===== config.mk =====
export PLATFORM = sky130hd
export DESIGN_NAME = acx_autoneg
export DESIGN_NICKNAME = d
export VERILOG_FILES = /design/src/acx_pkg.sv /design/src/acx_autoneg.sv
export SDC_FILE = /design/constraint.sdc
export NUM_CORES = 1
export LEC_CHECK = 0
export ABC_CLOCK_PERIOD_IN_PS = 2900
export BUFFER_PORTS_ARGS = -buffer_cell sky130_fd_sc_hd__buf_4
export CORE_MARGIN = 3
export CORE_UTILIZATION = 36
export DETAILED_ROUTE_END_ITERATION = 12
export GPL_TIMING_DRIVEN = 0
export SLEW_MARGIN = 15
export SYNTH_ARGS = -nofsm -noshare
export SYNTH_HDL_FRONTEND = slang
export SYNTH_SLANG_ARGS = --single-unit

===== constraint.sdc =====
create_clock -name CLK_I -period 2.9 [get_ports CLK_I]
set_clock_uncertainty 0.2 [all_clocks]
set_input_delay 0.435 -clock CLK_I [delete_from_list [all_inputs] [get_ports CLK_I]]
set_output_delay 0.435 -clock CLK_I [all_outputs]
set_load 0.05 [all_outputs]

===== src/acx_pkg.sv =====
// Constants, types and register map of the negotiation and crossover block
// Function
// RL1: Strap loads advertised bits 8:5 at reset
// RL2: Send advertised abilities in pulse bursts
// RL3: Prefer 100FD, 100HD, 10FD, then 10HD
// RL4: Forced speed/duplex bits only when negotiation off
// RL5: Status register shows resolved speed after link
// RL6: Ability bits fixed set, T4 reads zero
// RL7: Status shows complete, fault, link, preamble
// RL8: All abilities default; software may clear some
// RL9: Store received partner code words
// RL10: Parallel detect loads 0081h or 0021h
// RL11: Expansion shows fault, pages, partner ability
// RL12: Fault when not exactly one link; the code flags it only when both links are up
// RL13: Parallel detect: complete but partner-able zero
// RL14: Writing restart bit starts new negotiation
// RL15: Lost negotiated link resumes negotiation
// RL16: Renegotiation goes quiet for break timer
// RL17: Software toggles enable to leave forced mode
// RL18: Negotiation completes within a few seconds
// RL19: Auto crossover uses random seeded switching
// RL20: Auto crossover on by default, configurable
// RL21: Force bit swaps pairs regardless
// RL22: No auto crossover in forced mode
// RL23: Arbitration timers follow standard negotiation
package acx_pkg;
    localparam int CLK_KHZ = 250000;
    localparam int BREAK_MS = 1500;
    localparam int BREAK_CYC = BREAK_MS * CLK_KHZ;
    localparam int LFI_MS = 750;
    localparam int LFI_CYC = LFI_MS * CLK_KHZ;
    localparam int MDIX_MS = 60;
    localparam int MDIX_CYC = MDIX_MS * CLK_KHZ;
    localparam logic [4:0] ADR_BASIC_MODE_CONTROL = 5'h00;
    localparam logic [4:0] ADR_BASIC_MODE_STATUS = 5'h01;
    localparam logic [4:0] ADR_ADVERTISED_ABILITIES = 5'h04;
    localparam logic [4:0] ADR_PARTNER_ABILITIES = 5'h05;
    localparam logic [4:0] ADR_NEGOTIATION_EXPANSION = 5'h06;
    localparam logic [4:0] ADR_PHY_STATUS_SUMMARY = 5'h10;
    localparam logic [4:0] ADR_PHY_CONTROL_EXTRA = 5'h19;
    localparam int BC_SPEED = 13;
    localparam int BC_AN_EN = 12;
    localparam int BC_RESTART = 9;
    localparam int BC_DUPLEX = 8;
    localparam int PC_AUTO_X = 15;
    localparam int PC_FORCE_X = 14;
    localparam int PG_ACK = 14;
    localparam logic [15:0] BASIC_CTRL_RST = 16'h3100;
    localparam logic [15:0] ADV_RST = 16'h01e1;
    localparam logic [3:0] ADV_LO_STRAP = 4'h5;
    localparam logic [3:0] ADV_HI_STRAP = 4'hf;
    localparam logic [15:0] PHY_CONTROL_EXTRA_RST = 16'h8001;
    localparam logic [15:0] PD_100 = 16'h0081;
    localparam logic [15:0] PD_10 = 16'h0021;
    localparam logic [4:0] STATUS_FIXED = 5'b01111;
    localparam logic [7:0] LFSR_SEED = 8'h01;
    typedef enum logic [2:0] {
        ST_OFF = 3'b000,
        ST_BREAK = 3'b001,
        ST_ABIL = 3'b011,
        ST_ACK = 3'b010,
        ST_CHECK = 3'b110,
        ST_GOOD = 3'b111,
        ST_PDET = 3'b101
    } acx_state_t;
    typedef struct packed {
        logic [4:0] addr;
        logic [15:0] wdata;
        logic wr;
        logic rd;
    } acx_mgmt_t;
endpackage


===== src/acx_autoneg.sv =====
// Auto-negotiation, parallel detection and crossover control
`timescale 1ns/1ps
module acx_autoneg
    import acx_pkg::*;
#(
    parameter logic [31:0] BREAK_CYCLES = 32'(BREAK_CYC),
    parameter logic [31:0] LFI_CYCLES = 32'(LFI_CYC),
    parameter logic [31:0] MDIX_CYCLES = 32'(MDIX_CYC)
) (
    input wire logic CLK_I,
    input wire logic RST_N_I,
    input wire logic ADVERT_STRAP_I,
    input wire logic CROSSOVER_STRAP_I,
    input wire acx_mgmt_t MGMT_I,
    output logic [15:0] RD_DATA_O,
    output logic RD_VALID_O,
    input wire logic RX_PAGE_VALID_I,
    input wire logic [15:0] RX_PAGE_I,
    input wire logic LINK_100_OK_I,
    input wire logic LINK_10_OK_I,
    output logic TX_QUIET_O,
    output logic TX_FLP_EN_O,
    output logic [15:0] TX_PAGE_O,
    output logic LINK_UP_O,
    output logic SPEED_100_O,
    output logic FULL_DUPLEX_O,
    output logic MDIX_O
);
    acx_state_t state;
    acx_state_t next_state;
    logic [15:0] basic_mode_control;
    logic [15:0] advertised_abilities;
    logic [15:0] lpar;
    logic [15:0] phy_control_extra;
    logic strap_done;
    logic an_en_q;
    logic [31:0] cnt;
    logic [31:0] mcnt;
    logic [7:0] lfsr;
    logic mdix_auto;
    logic pdf;
    logic page_rx;
    logic lp_able;
    logic wr_basic_mode_control;
    logic restart_req;
    logic an_en;
    logic an_rise;
    logic pd_one;
    logic pd_many;
    logic link_sel;
    logic [3:0] common;
    logic res_100;
    logic res_fd;
    logic rd_negotiation_expansion;
    logic auto_x;
    logic [15:0] basic_mode_status;
    logic [15:0] negotiation_expansion;
    logic [15:0] phy_status_summary;

    // Decodes of management writes and link conditions
    assign wr_basic_mode_control = MGMT_I.wr && MGMT_I.addr == ADR_BASIC_MODE_CONTROL;
    assign restart_req = wr_basic_mode_control && MGMT_I.wdata[BC_RESTART]; // [RL14]
    assign an_en = basic_mode_control[BC_AN_EN];
    assign an_rise = an_en && !an_en_q; // [RL17]
    assign pd_one = LINK_100_OK_I ^ LINK_10_OK_I;
    assign pd_many = LINK_100_OK_I && LINK_10_OK_I;
    assign link_sel = SPEED_100_O ? LINK_100_OK_I : LINK_10_OK_I;
    assign rd_negotiation_expansion = MGMT_I.rd && MGMT_I.addr == ADR_NEGOTIATION_EXPANSION;
    assign auto_x = phy_control_extra[PC_AUTO_X] && an_en; // [RL22]

    // Highest common ability wins
    assign common = advertised_abilities[8:5] & lpar[8:5];
    assign res_100 = common[3] || common[2]; // [RL3]
    assign res_fd = common[3] || (!common[2] && common[1]); // [RL3]

    // Strap is sampled in the first clocked cycle after release
    always_ff @(posedge CLK_I or negedge RST_N_I) begin
        if (!RST_N_I) begin
            strap_done <= 1'b0;
        end else begin
            strap_done <= 1'b1;
        end
    end

    // Basic control; restart bit is self clearing and never stored
    always_ff @(posedge CLK_I or negedge RST_N_I) begin
        if (!RST_N_I) begin
            basic_mode_control <= BASIC_CTRL_RST;
            an_en_q <= 1'b1;
        end else begin
            an_en_q <= an_en;
            if (wr_basic_mode_control) begin
                basic_mode_control <= MGMT_I.wdata & ~(16'h0001 << BC_RESTART);
            end
        end
    end

    // Advertisement: strap first, then software may trim abilities
    always_ff @(posedge CLK_I or negedge RST_N_I) begin
        if (!RST_N_I) begin
            advertised_abilities <= ADV_RST; // [RL8]
        end else if (!strap_done) begin
            advertised_abilities[8:5] <= ADVERT_STRAP_I ? ADV_HI_STRAP : ADV_LO_STRAP; // [RL1]
        end else if (MGMT_I.wr && MGMT_I.addr == ADR_ADVERTISED_ABILITIES) begin
            advertised_abilities <= MGMT_I.wdata; // [RL8]
        end
    end

    // Extra control: crossover enable defaults on, strap may clear it
    always_ff @(posedge CLK_I or negedge RST_N_I) begin
        if (!RST_N_I) begin
            phy_control_extra <= PHY_CONTROL_EXTRA_RST; // [RL20]
        end else if (!strap_done) begin
            phy_control_extra[PC_AUTO_X] <= CROSSOVER_STRAP_I; // [RL20]
        end else if (MGMT_I.wr && MGMT_I.addr == ADR_PHY_CONTROL_EXTRA) begin
            phy_control_extra <= MGMT_I.wdata; // [RL20]
        end
    end

    // Arbitration; disable and restart override every state
    always_comb begin
        next_state = state;
        unique case (state)
            ST_OFF: begin
                if (an_rise) begin
                    next_state = ST_BREAK; // [RL17]
                end
            end
            ST_BREAK: begin
                if (cnt == BREAK_CYCLES - 32'd1) begin
                    next_state = ST_ABIL; // [RL16]
                end
            end
            ST_ABIL: begin
                if (RX_PAGE_VALID_I) begin
                    next_state = ST_ACK;
                end else if (pd_one) begin
                    next_state = ST_PDET;
                end
            end
            ST_ACK: begin
                if (RX_PAGE_VALID_I && RX_PAGE_I[PG_ACK]) begin
                    next_state = ST_CHECK;
                end
            end
            ST_CHECK: begin
                if (common == 4'h0) begin
                    next_state = ST_BREAK;
                end else if (link_sel) begin
                    next_state = ST_GOOD;
                end else if (cnt == LFI_CYCLES - 32'd1) begin
                    next_state = ST_ABIL; // [RL18] [RL23]
                end
            end
            ST_PDET: begin
                next_state = pd_one ? ST_GOOD : ST_ABIL;
            end
            ST_GOOD: begin
                if (!link_sel) begin
                    next_state = ST_ABIL; // [RL15]
                end
            end
        endcase
        if (!an_en) begin
            next_state = ST_OFF; // [RL4]
        end else if (restart_req) begin
            next_state = ST_BREAK; // [RL14] [RL16]
        end
    end

    // State register
    always_ff @(posedge CLK_I or negedge RST_N_I) begin
        if (!RST_N_I) begin
            state <= ST_ABIL;
        end else begin
            state <= next_state;
        end
    end

    // Timer restarts on every state change, used by break and check
    always_ff @(posedge CLK_I or negedge RST_N_I) begin
        if (!RST_N_I) begin
            cnt <= 32'h0;
        end else if (next_state != state) begin
            cnt <= 32'h0;
        end else if (state == ST_BREAK || state == ST_CHECK) begin
            cnt <= cnt + 32'd1;
        end
    end

    // Partner code words, or the fixed word of a parallel detect
    always_ff @(posedge CLK_I or negedge RST_N_I) begin
        if (!RST_N_I) begin
            lpar <= 16'h0;
        end else if (state == ST_ABIL && next_state == ST_PDET) begin
            lpar <= LINK_100_OK_I ? PD_100 : PD_10; // [RL10]
        end else if (RX_PAGE_VALID_I &&
                     (state == ST_ABIL || state == ST_ACK)) begin
            lpar <= RX_PAGE_I; // [RL9]
        end
    end

    // Expansion flags; a new event beats the clear-on-read
    always_ff @(posedge CLK_I or negedge RST_N_I) begin
        if (!RST_N_I) begin
            pdf <= 1'b0;
            page_rx <= 1'b0;
            lp_able <= 1'b0;
        end else begin
            if (state == ST_ABIL && pd_many) begin
                pdf <= 1'b1; // [RL12]
            end else if (rd_negotiation_expansion) begin
                pdf <= 1'b0;
            end
            if (RX_PAGE_VALID_I && state != ST_OFF && state != ST_BREAK) begin
                page_rx <= 1'b1; // [RL11]
            end else if (rd_negotiation_expansion) begin
                page_rx <= 1'b0;
            end
            if (state == ST_ABIL && next_state == ST_PDET) begin
                lp_able <= 1'b0; // [RL13]
            end else if (RX_PAGE_VALID_I && state == ST_ABIL) begin
                lp_able <= 1'b1; // [RL11]
            end else if (state == ST_BREAK) begin
                lp_able <= 1'b0;
            end
        end
    end

    // Operating mode: forced bits, negotiated result or detected speed
    always_ff @(posedge CLK_I or negedge RST_N_I) begin
        if (!RST_N_I) begin
            SPEED_100_O <= 1'b0;
            FULL_DUPLEX_O <= 1'b0;
        end else if (state == ST_OFF) begin
            SPEED_100_O <= basic_mode_control[BC_SPEED]; // [RL4]
            FULL_DUPLEX_O <= basic_mode_control[BC_DUPLEX]; // [RL4]
        end else if (state == ST_ACK && next_state == ST_CHECK) begin
            SPEED_100_O <= res_100; // [RL3]
            FULL_DUPLEX_O <= res_fd; // [RL3]
        end else if (state == ST_ABIL && next_state == ST_PDET) begin
            SPEED_100_O <= LINK_100_OK_I;
            FULL_DUPLEX_O <= 1'b0; // Detection cannot see duplex
        end
    end

    // Link indication
    always_ff @(posedge CLK_I or negedge RST_N_I) begin
        if (!RST_N_I) begin
            LINK_UP_O <= 1'b0;
        end else begin
            LINK_UP_O <= state == ST_GOOD || (state == ST_OFF && link_sel);
        end
    end

    // Seeded pseudo-random source for the crossover choice
    always_ff @(posedge CLK_I or negedge RST_N_I) begin
        if (!RST_N_I) begin
            lfsr <= LFSR_SEED;
        end else begin
            lfsr <= {lfsr[6:0], lfsr[7] ^ lfsr[5] ^ lfsr[4] ^ lfsr[3]};
        end
    end

    // Random slot switching while hunting for a partner
    always_ff @(posedge CLK_I or negedge RST_N_I) begin
        if (!RST_N_I) begin
            mcnt <= 32'h0;
            mdix_auto <= 1'b0;
        end else if (auto_x && state == ST_ABIL) begin
            if (mcnt == MDIX_CYCLES - 32'd1) begin
                mcnt <= 32'h0;
                mdix_auto <= mdix_auto ^ lfsr[0]; // [RL19]
            end else begin
                mcnt <= mcnt + 32'd1;
            end
        end else begin
            mcnt <= 32'h0;
        end
    end

    // Force wins; forced speed mode keeps the straight pairing
    always_ff @(posedge CLK_I or negedge RST_N_I) begin
        if (!RST_N_I) begin
            MDIX_O <= 1'b0;
        end else begin
            MDIX_O <= phy_control_extra[PC_FORCE_X] || (auto_x && mdix_auto); // [RL21]
        end
    end

    // Transmit side: quiet during break, bursts while negotiating
    assign TX_QUIET_O = state == ST_BREAK; // [RL16]
    assign TX_FLP_EN_O = state == ST_ABIL || state == ST_ACK; // [RL2]
    assign TX_PAGE_O = {advertised_abilities[15], state == ST_ACK, advertised_abilities[13:0]}; // [RL2]

    // Status words
    assign basic_mode_status = {STATUS_FIXED, 4'h0, 1'b1, state == ST_GOOD, lpar[13],
                   1'b1, LINK_UP_O, 1'b0, 1'b1}; // [RL6] [RL7]
    assign negotiation_expansion = {11'h0, pdf, lpar[15], 1'b0, page_rx, lp_able}; // [RL11]
    assign phy_status_summary = {1'b0, MDIX_O, 9'h0, state == ST_GOOD, 1'b0,
                     FULL_DUPLEX_O, !SPEED_100_O, LINK_UP_O}; // [RL5]

    // Registered read port; unmapped addresses read zero
    always_ff @(posedge CLK_I or negedge RST_N_I) begin
        if (!RST_N_I) begin
            RD_DATA_O <= 16'h0;
            RD_VALID_O <= 1'b0;
        end else begin
            RD_VALID_O <= MGMT_I.rd;
            if (MGMT_I.rd) begin
                unique case (MGMT_I.addr)
                    ADR_BASIC_MODE_CONTROL: RD_DATA_O <= basic_mode_control;
                    ADR_BASIC_MODE_STATUS: RD_DATA_O <= basic_mode_status; // [RL7]
                    ADR_ADVERTISED_ABILITIES: RD_DATA_O <= advertised_abilities;
                    ADR_PARTNER_ABILITIES: RD_DATA_O <= lpar;
                    ADR_NEGOTIATION_EXPANSION: RD_DATA_O <= negotiation_expansion;
                    ADR_PHY_STATUS_SUMMARY: RD_DATA_O <= phy_status_summary; // [RL5]
                    ADR_PHY_CONTROL_EXTRA: RD_DATA_O <= phy_control_extra;
                    default: RD_DATA_O <= 16'h0;
                endcase
            end
        end
    end
endmodule // acx_autoneg


### Yosys cells after proc, flatten, opt, wreduce, memory -nomap -nowiden

Cells that the tools add are included.

* input port bits: 46
* word-level logic and storage cells: 132
* memories: 0
* latch bits: 0
* memory bits (read-only): 0
* bits in writable memories: 0
* register bits after elaboration: 165
* output and inout bits: 39

* div/mod/pow operators: 0
* muxes and demuxes: 39
* reduce and logical (&&, ||, !) cells: 42
* magnitude comparators: 0
* shifts and indexed selects: 0
* equal/unequal tests: 21
* multipliers: 0
* add/subtract/negate cells: 2
* bitwise gates (word level): 6

Operators with widths (number)
* 32-bit two-way mux: 4
* 16-bit one-hot mux with 7 select lines: 1
* 32-bit by 1-bit adder with 32-bit output, second input constant: 2
* 16-bit two-way mux: 3
* 3-bit two-way mux: 12
* 32-bit by 24-bit == test with 1-bit output, second input constant: 1
* 32-bit by 28-bit == test with 1-bit output, second input constant: 1
* 32-bit by 29-bit == test with 1-bit output, second input constant: 1
* 3-bit one-hot mux with 7 select lines: 1
* 1-bit logical AND: 20
* 3-bit == test, second input constant: 5
* 5-bit by 3-bit == test with 1-bit output, second input constant: 3
* 1-bit two-way mux: 14
* 5-bit == test, second input constant: 2
* 9-bit two-way mux: 1
* 3-bit nonzero test: 3
* 4-bit two-way mux: 2
* 8-bit two-way mux: 1
* 2-bit nonzero test: 4
* 3-bit by 2-bit == test with 1-bit output, second input constant: 2
* 1-bit logical OR: 6
* 2-bit AND reduction: 3
* 5-bit by 1-bit == test with 1-bit output, second input constant: 1
* 5-bit zero test: 1
* 9 further kinds: 16

### Depth between registers and ports, before layout

* depth in word-level cells: 12
* depth in mapped cells: 10
* mapped depth without buffers: 7

### Worst setup path after synthesis

Ideal clock, no wire load.

* path type: register -> register
* start point: register state[0]
* end point: register lpar[7]
* path slack: 0.099 ns
* required time: 2.575 ns
* cell stages (with the launch flop): 10
* library setup time: 0.125 ns
* data arrival time: 2.476 ns
* buffers on the path: 2
* period minus slack after synthesis: 2.801 ns
* cells stage by stage: dfstp_2 -> or3b_1 -> buf_2 -> clkinv_2 -> nand4_2 -> or4_4 -> nand2b_2 -> and4b_1 -> buf_6 -> mux2_4

* elaborated cells between the ends (all ways): 25
* those cells by class: eq/ne (7); mux (13); reduce/logical (5)

RTL lines
* start, declared: RTL line acx_autoneg.sv:29 `acx_state_t state;`
* start signal, assigned: RTL line acx_autoneg.sv:176 `state <= next_state;`
* 3-bit by 1-bit == test with 1-bit output *
* via TX_QUIET_O: RTL line acx_autoneg.sv:21 `output logic TX_QUIET_O,`
* 3-bit one-hot mux with 7 select lines *: RTL line acx_autoneg.sv:123 `unique case (state)`
* 3-bit two-way mux *: RTL line acx_autoneg.sv:166 `end else if (restart_req) begin`
* 3-bit two-way mux *: RTL line acx_autoneg.sv:164 `if (!an_en) begin`
* via next_state[1]: RTL line acx_autoneg.sv:30 `acx_state_t next_state;`
* 3-bit == test *: RTL line acx_autoneg.sv:195 `end else if (state == ST_ABIL && next_state == ST_PDET) begin`
* 1-bit logical AND *: RTL line acx_autoneg.sv:195
* 16-bit two-way mux / 2-bit nonzero test (equally long branches)
* end signal, assigned: RTL line acx_autoneg.sv:196 `lpar <= LINK_100_OK_I ? PD_100 : PD_10;`
* end, declared: RTL line acx_autoneg.sv:33 `logic [15:0] lpar;`

The timed path passes the listed nets; every way through them passes the cells marked *.
A chain may end at the register's enable or synchronous reset.

### Worst setup path after layout

* start point: register state[0]
* end point: register lpar[7]

* elaborated cells between the ends (all ways): 25
* those cells by class: eq/ne (7); mux (13); reduce/logical (5)

RTL lines (RTL line)
* 3-bit == test (tied with other cells): acx_autoneg.sv:123
* 3-bit one-hot mux with 7 select lines *: acx_autoneg.sv:123
* 3-bit two-way mux *: acx_autoneg.sv:166
* 3-bit two-way mux *: acx_autoneg.sv:164
* via next_state[1]: acx_autoneg.sv:30
* 3-bit == test *: acx_autoneg.sv:195
* 1-bit logical AND *: acx_autoneg.sv:195
* 16-bit two-way mux / 2-bit nonzero test (equally long branches)

Marks and branches as above.

==> results.md <==
* WP data required at 3020 ps
* Layout Cells excl Fill at 1202
* Placed Instances at 1164
* CTS root buffer: clkbuf_16
* Clock Pin Slew Worst Setup and Hold Paths at 70 ps
* Initial antenna violation count at 1
* Mean Syn Cell Area at 10.14 um2
* Fraction of layout cells with a size suffix above 1 at 0.2516
* Clk sinks at 165
* Initial core utilization at 0.3691
* Startpoint types: register
* Vias/cell at 5.300
* Core area at 22030 um2
* Synth Net Count at 851
* Min Tclk post-route at 2824 ps
* Clock latency at the later pin of the worst-skew pair at 430 ps
* Unrepaired setup endpoints after global routing: true
* IO Count at 85
* DP Worst Slack at -199.6 ps
* Number of DRC markers in iteration 0 at 515
* Rel. slew slack at 0.2218
* Most frequent cells after synthesis: dfrtp_1 (151), nand2_1 (89), nor2_1 (66)
* Chip Width at 156.3 um
* Final WL at 21670 um
* Ys async rst share at 1.000
* Ranking of synthesized cells by area: dfrtp_1 (46%), mux2_2 (6.2%), dfstp_2 (4.5%), nand2_1 (4.1%), xor2_1 (3.6%)
* Max-cap viol count at 0
* Net Sw Frac at 0.2927
* Post-synthesis mux area share at 0.07156
* Yosys top cell by area: dfrtp_1
* Post-synthesis xor/xnor area fraction at 0.07002
* Mapped Cells at 802
* Vias in the first global route at 6191
* Share of the synthesized area in the top cell type at 0.4648
* Placed Area at 9124 um2
* HP Class: in -> reg
* Internal power at 3959 uW
* Fmax at 354.1 MHz
* Remaining antenna violation count at 0
* Ys Warns at 0
* GPL Wtd Cong at 0.8576
* Fin. Hold Viols at 0
* Most frequent cell after synthesis: dfrtp_1
* Dpl hpwl at 15220 um
* Row cnt at 54
* Tot GR Track Use at 0.1795
* CTS tree: yes
* Syn-to-layout area delta at 20.96%
* Psw at 1638 uW
* Critical Path End Type: register
* Setup CP Type: reg -> reg
* H-tree depth at 4
* First-pass GRT wire length at 34650 um
* Outcome: completed
* Die span in y at 156.3 um
* Final setup fails at 0
* Slew @ Worst Pin at 1152 ps
* Design area at 9834 um2
* Per-cell routed wire length at 18.03 um
* Post-synthesis register bit count at 165
* Top_reg_cell synth: dfrtp_1
* Sequential share of the synthesized area at 0.5100
* Drt pass-1 iters at 6
* Pwr dens at 569.1 nW/um2
* Largest net degree at the start of global routing at 105
* Clk buf depth at 2
* Ant. Diodes at 0
* Max VDD drop at 0.3391 mV
* Cells on worst reg2reg path at 9
* Adder-cell share of the synthesized area at 0.004617
* Count of port buffers added during placement at 81
* Synth Area in Compound Gates at 0.09311
* Tcrit/Tclk final at 0.9738
* Post-synthesis simple-gate area fraction at 0.2033
* Sequential share of power at 0.461
* Post-synth EDFFs at 0
* Final slew viol count at 0
* Mapped Area at 8130 um2
* Combinational power share at 0.156
* Final #Nets at 958
* Final Util at 0.4465
* Vias post-DR at 6370
* Grt ovf at 0
* Worst-path fanout max at 8
* Static Leak at 0.004200 uW
* PnR worst setup slack at 75.96 ps
* CTS buffer count at 17
* WHS Path Cells at 2
* Die area at 24420 um2
* DRC at 0
* Largest family of logic cells by synthesized area: simple AND/OR/NAND/NOR gates
* Synth cell types at 66
* Clock network power share at 0.383
* Arrival @ worst endpoint at 2940 ps
-- layer usage --
metal / share of wire / GRT usage / wire [um] / vias to the layer above
met5: 0.00083 / 0 / 18 / -
met4: 0.016 / 0.04794 / 339 / 2
met3: 0.056 / 0.04093 / 1213 / 23
met2: 0.46 / 0.2757 / 9954 / 180
met1: 0.47 / 0.2568 / 10150 / 3134
li1: - / - / - / 3031
-- critical path, stage by stage (launching register included) --
cell and delay, ps:
dfstp_2 570, or3b_1 360, buf_6 150, inv_6 60, nand4_4 70, or4_4 560, nand2b_4 100, and4b_1 200
buf_6 150, mux2_4 290
-- registers in the layout, indices dropped and copies added (netlist names), 3 cells and up --
name                  count
phy_control_extra        16
advertised_abilities     16
lfsr                      8
mcnt                     32
cnt                      32
RD_DATA_O                16
lpar                     16
basic_mode_control       15
state                     3
-- path summary, 6_finish.rpt --
check,start,endpoint,slack (ps)
worst max-delay path,state[0],lpar[7],80
worst min-delay path,LINK_100_OK_I,lpar[5],20
worst max register to register,state[0],lpar[7],80
worst min register to register,lfsr[6],lfsr[7],150
max in group asynchronous,RST_N_I,mcnt[16],1280
min in group asynchronous,RST_N_I,RD_DATA_O[3],330
-- power groups by stage --
stage | sequential, uW | clock, uW | combinational [uW]
after floorplan | 2640 | 0 | 472
after global placement | 2610 | 0 | 811
after detailed placement | 2610 | 0 | 826
after CTS | 2570 | 2190 | 840
after global routing | 2600 | 2300 | 944
final | 2580 | 2150 | 872
-- cells in the final DEF (no fill, tap or decap), types with 5 or more instances in the layout --
cell type  instances
dfrtp_1          151
buf_4            102
nand2_1           89
nor2_1            66
mux2_2            45
nand3_1           42
nor3_1            35
xor2_1            33
xnor2_1           32
inv_1             26
clkbuf_1          23
nand4_1           19
o22ai_1           17
clkbuf_16         17
a21oi_1           16
dfstp_2           14
o21ai_0           13
and3_1            12
a21boi_0           9
a21oi_2            9
a222oi_1           9
nor3_2             9
a22oi_1            7
nor4_1             7
nor3b_1            7
a221oi_1           6
mux2i_1            6
nor4b_1            5
clkbuf_2           5
buf_1              5
-- logic make-up (layout without fill, tap and decap cells) --
group	Yosys count	count (layout)
AND/OR/NAND/NOR	329	329
flip-flops	165	165
AO/OA/AOI/OAI	106	106
buffers and inverters	81	201
XOR/XNOR	65	65
multiplexers	52	52
adder cells (fa/ha/maj)	3	3
other	1	1
-- area by class of cell --
type / count / area [um2]
Fill cell: 2150 / 12190
Sequential cell: 165 / 4146
Multi-Input combinational cell: 556 / 3675
Timing Repair Buffer: 89 / 700.7
Clock buffer: 20 / 456.7
Tap cell: 280 / 350.3
Buffer: 53 / 302.8
Inverter: 27 / 106.4
Clock inverter: 12 / 96.34
-- metrics by stage --
stage	setup TNS [ps]	total power (uW)	hold slack, ps
after floorplan	0	3108	-60.59
after global placement	-2434	3419	133.8
after detailed placement	-2427	3440	141.8
after CTS	0	5604	5.745
after global routing	-4.802	5844	19.28
final	0	5597	21.87
-- timing repair --
item / 4_1_cts / 5_1_grt
gates cloned: 0 / 0
gates resized for setup: 0 / 36
pin swaps: 1 / 1
setup endpoints to repair: 29 / 46
hold buffers: 2 / 0
hold endpoints to repair: 59 / 0
buffers inserted: 1 / 4
(Power assumes the default switching activity.)
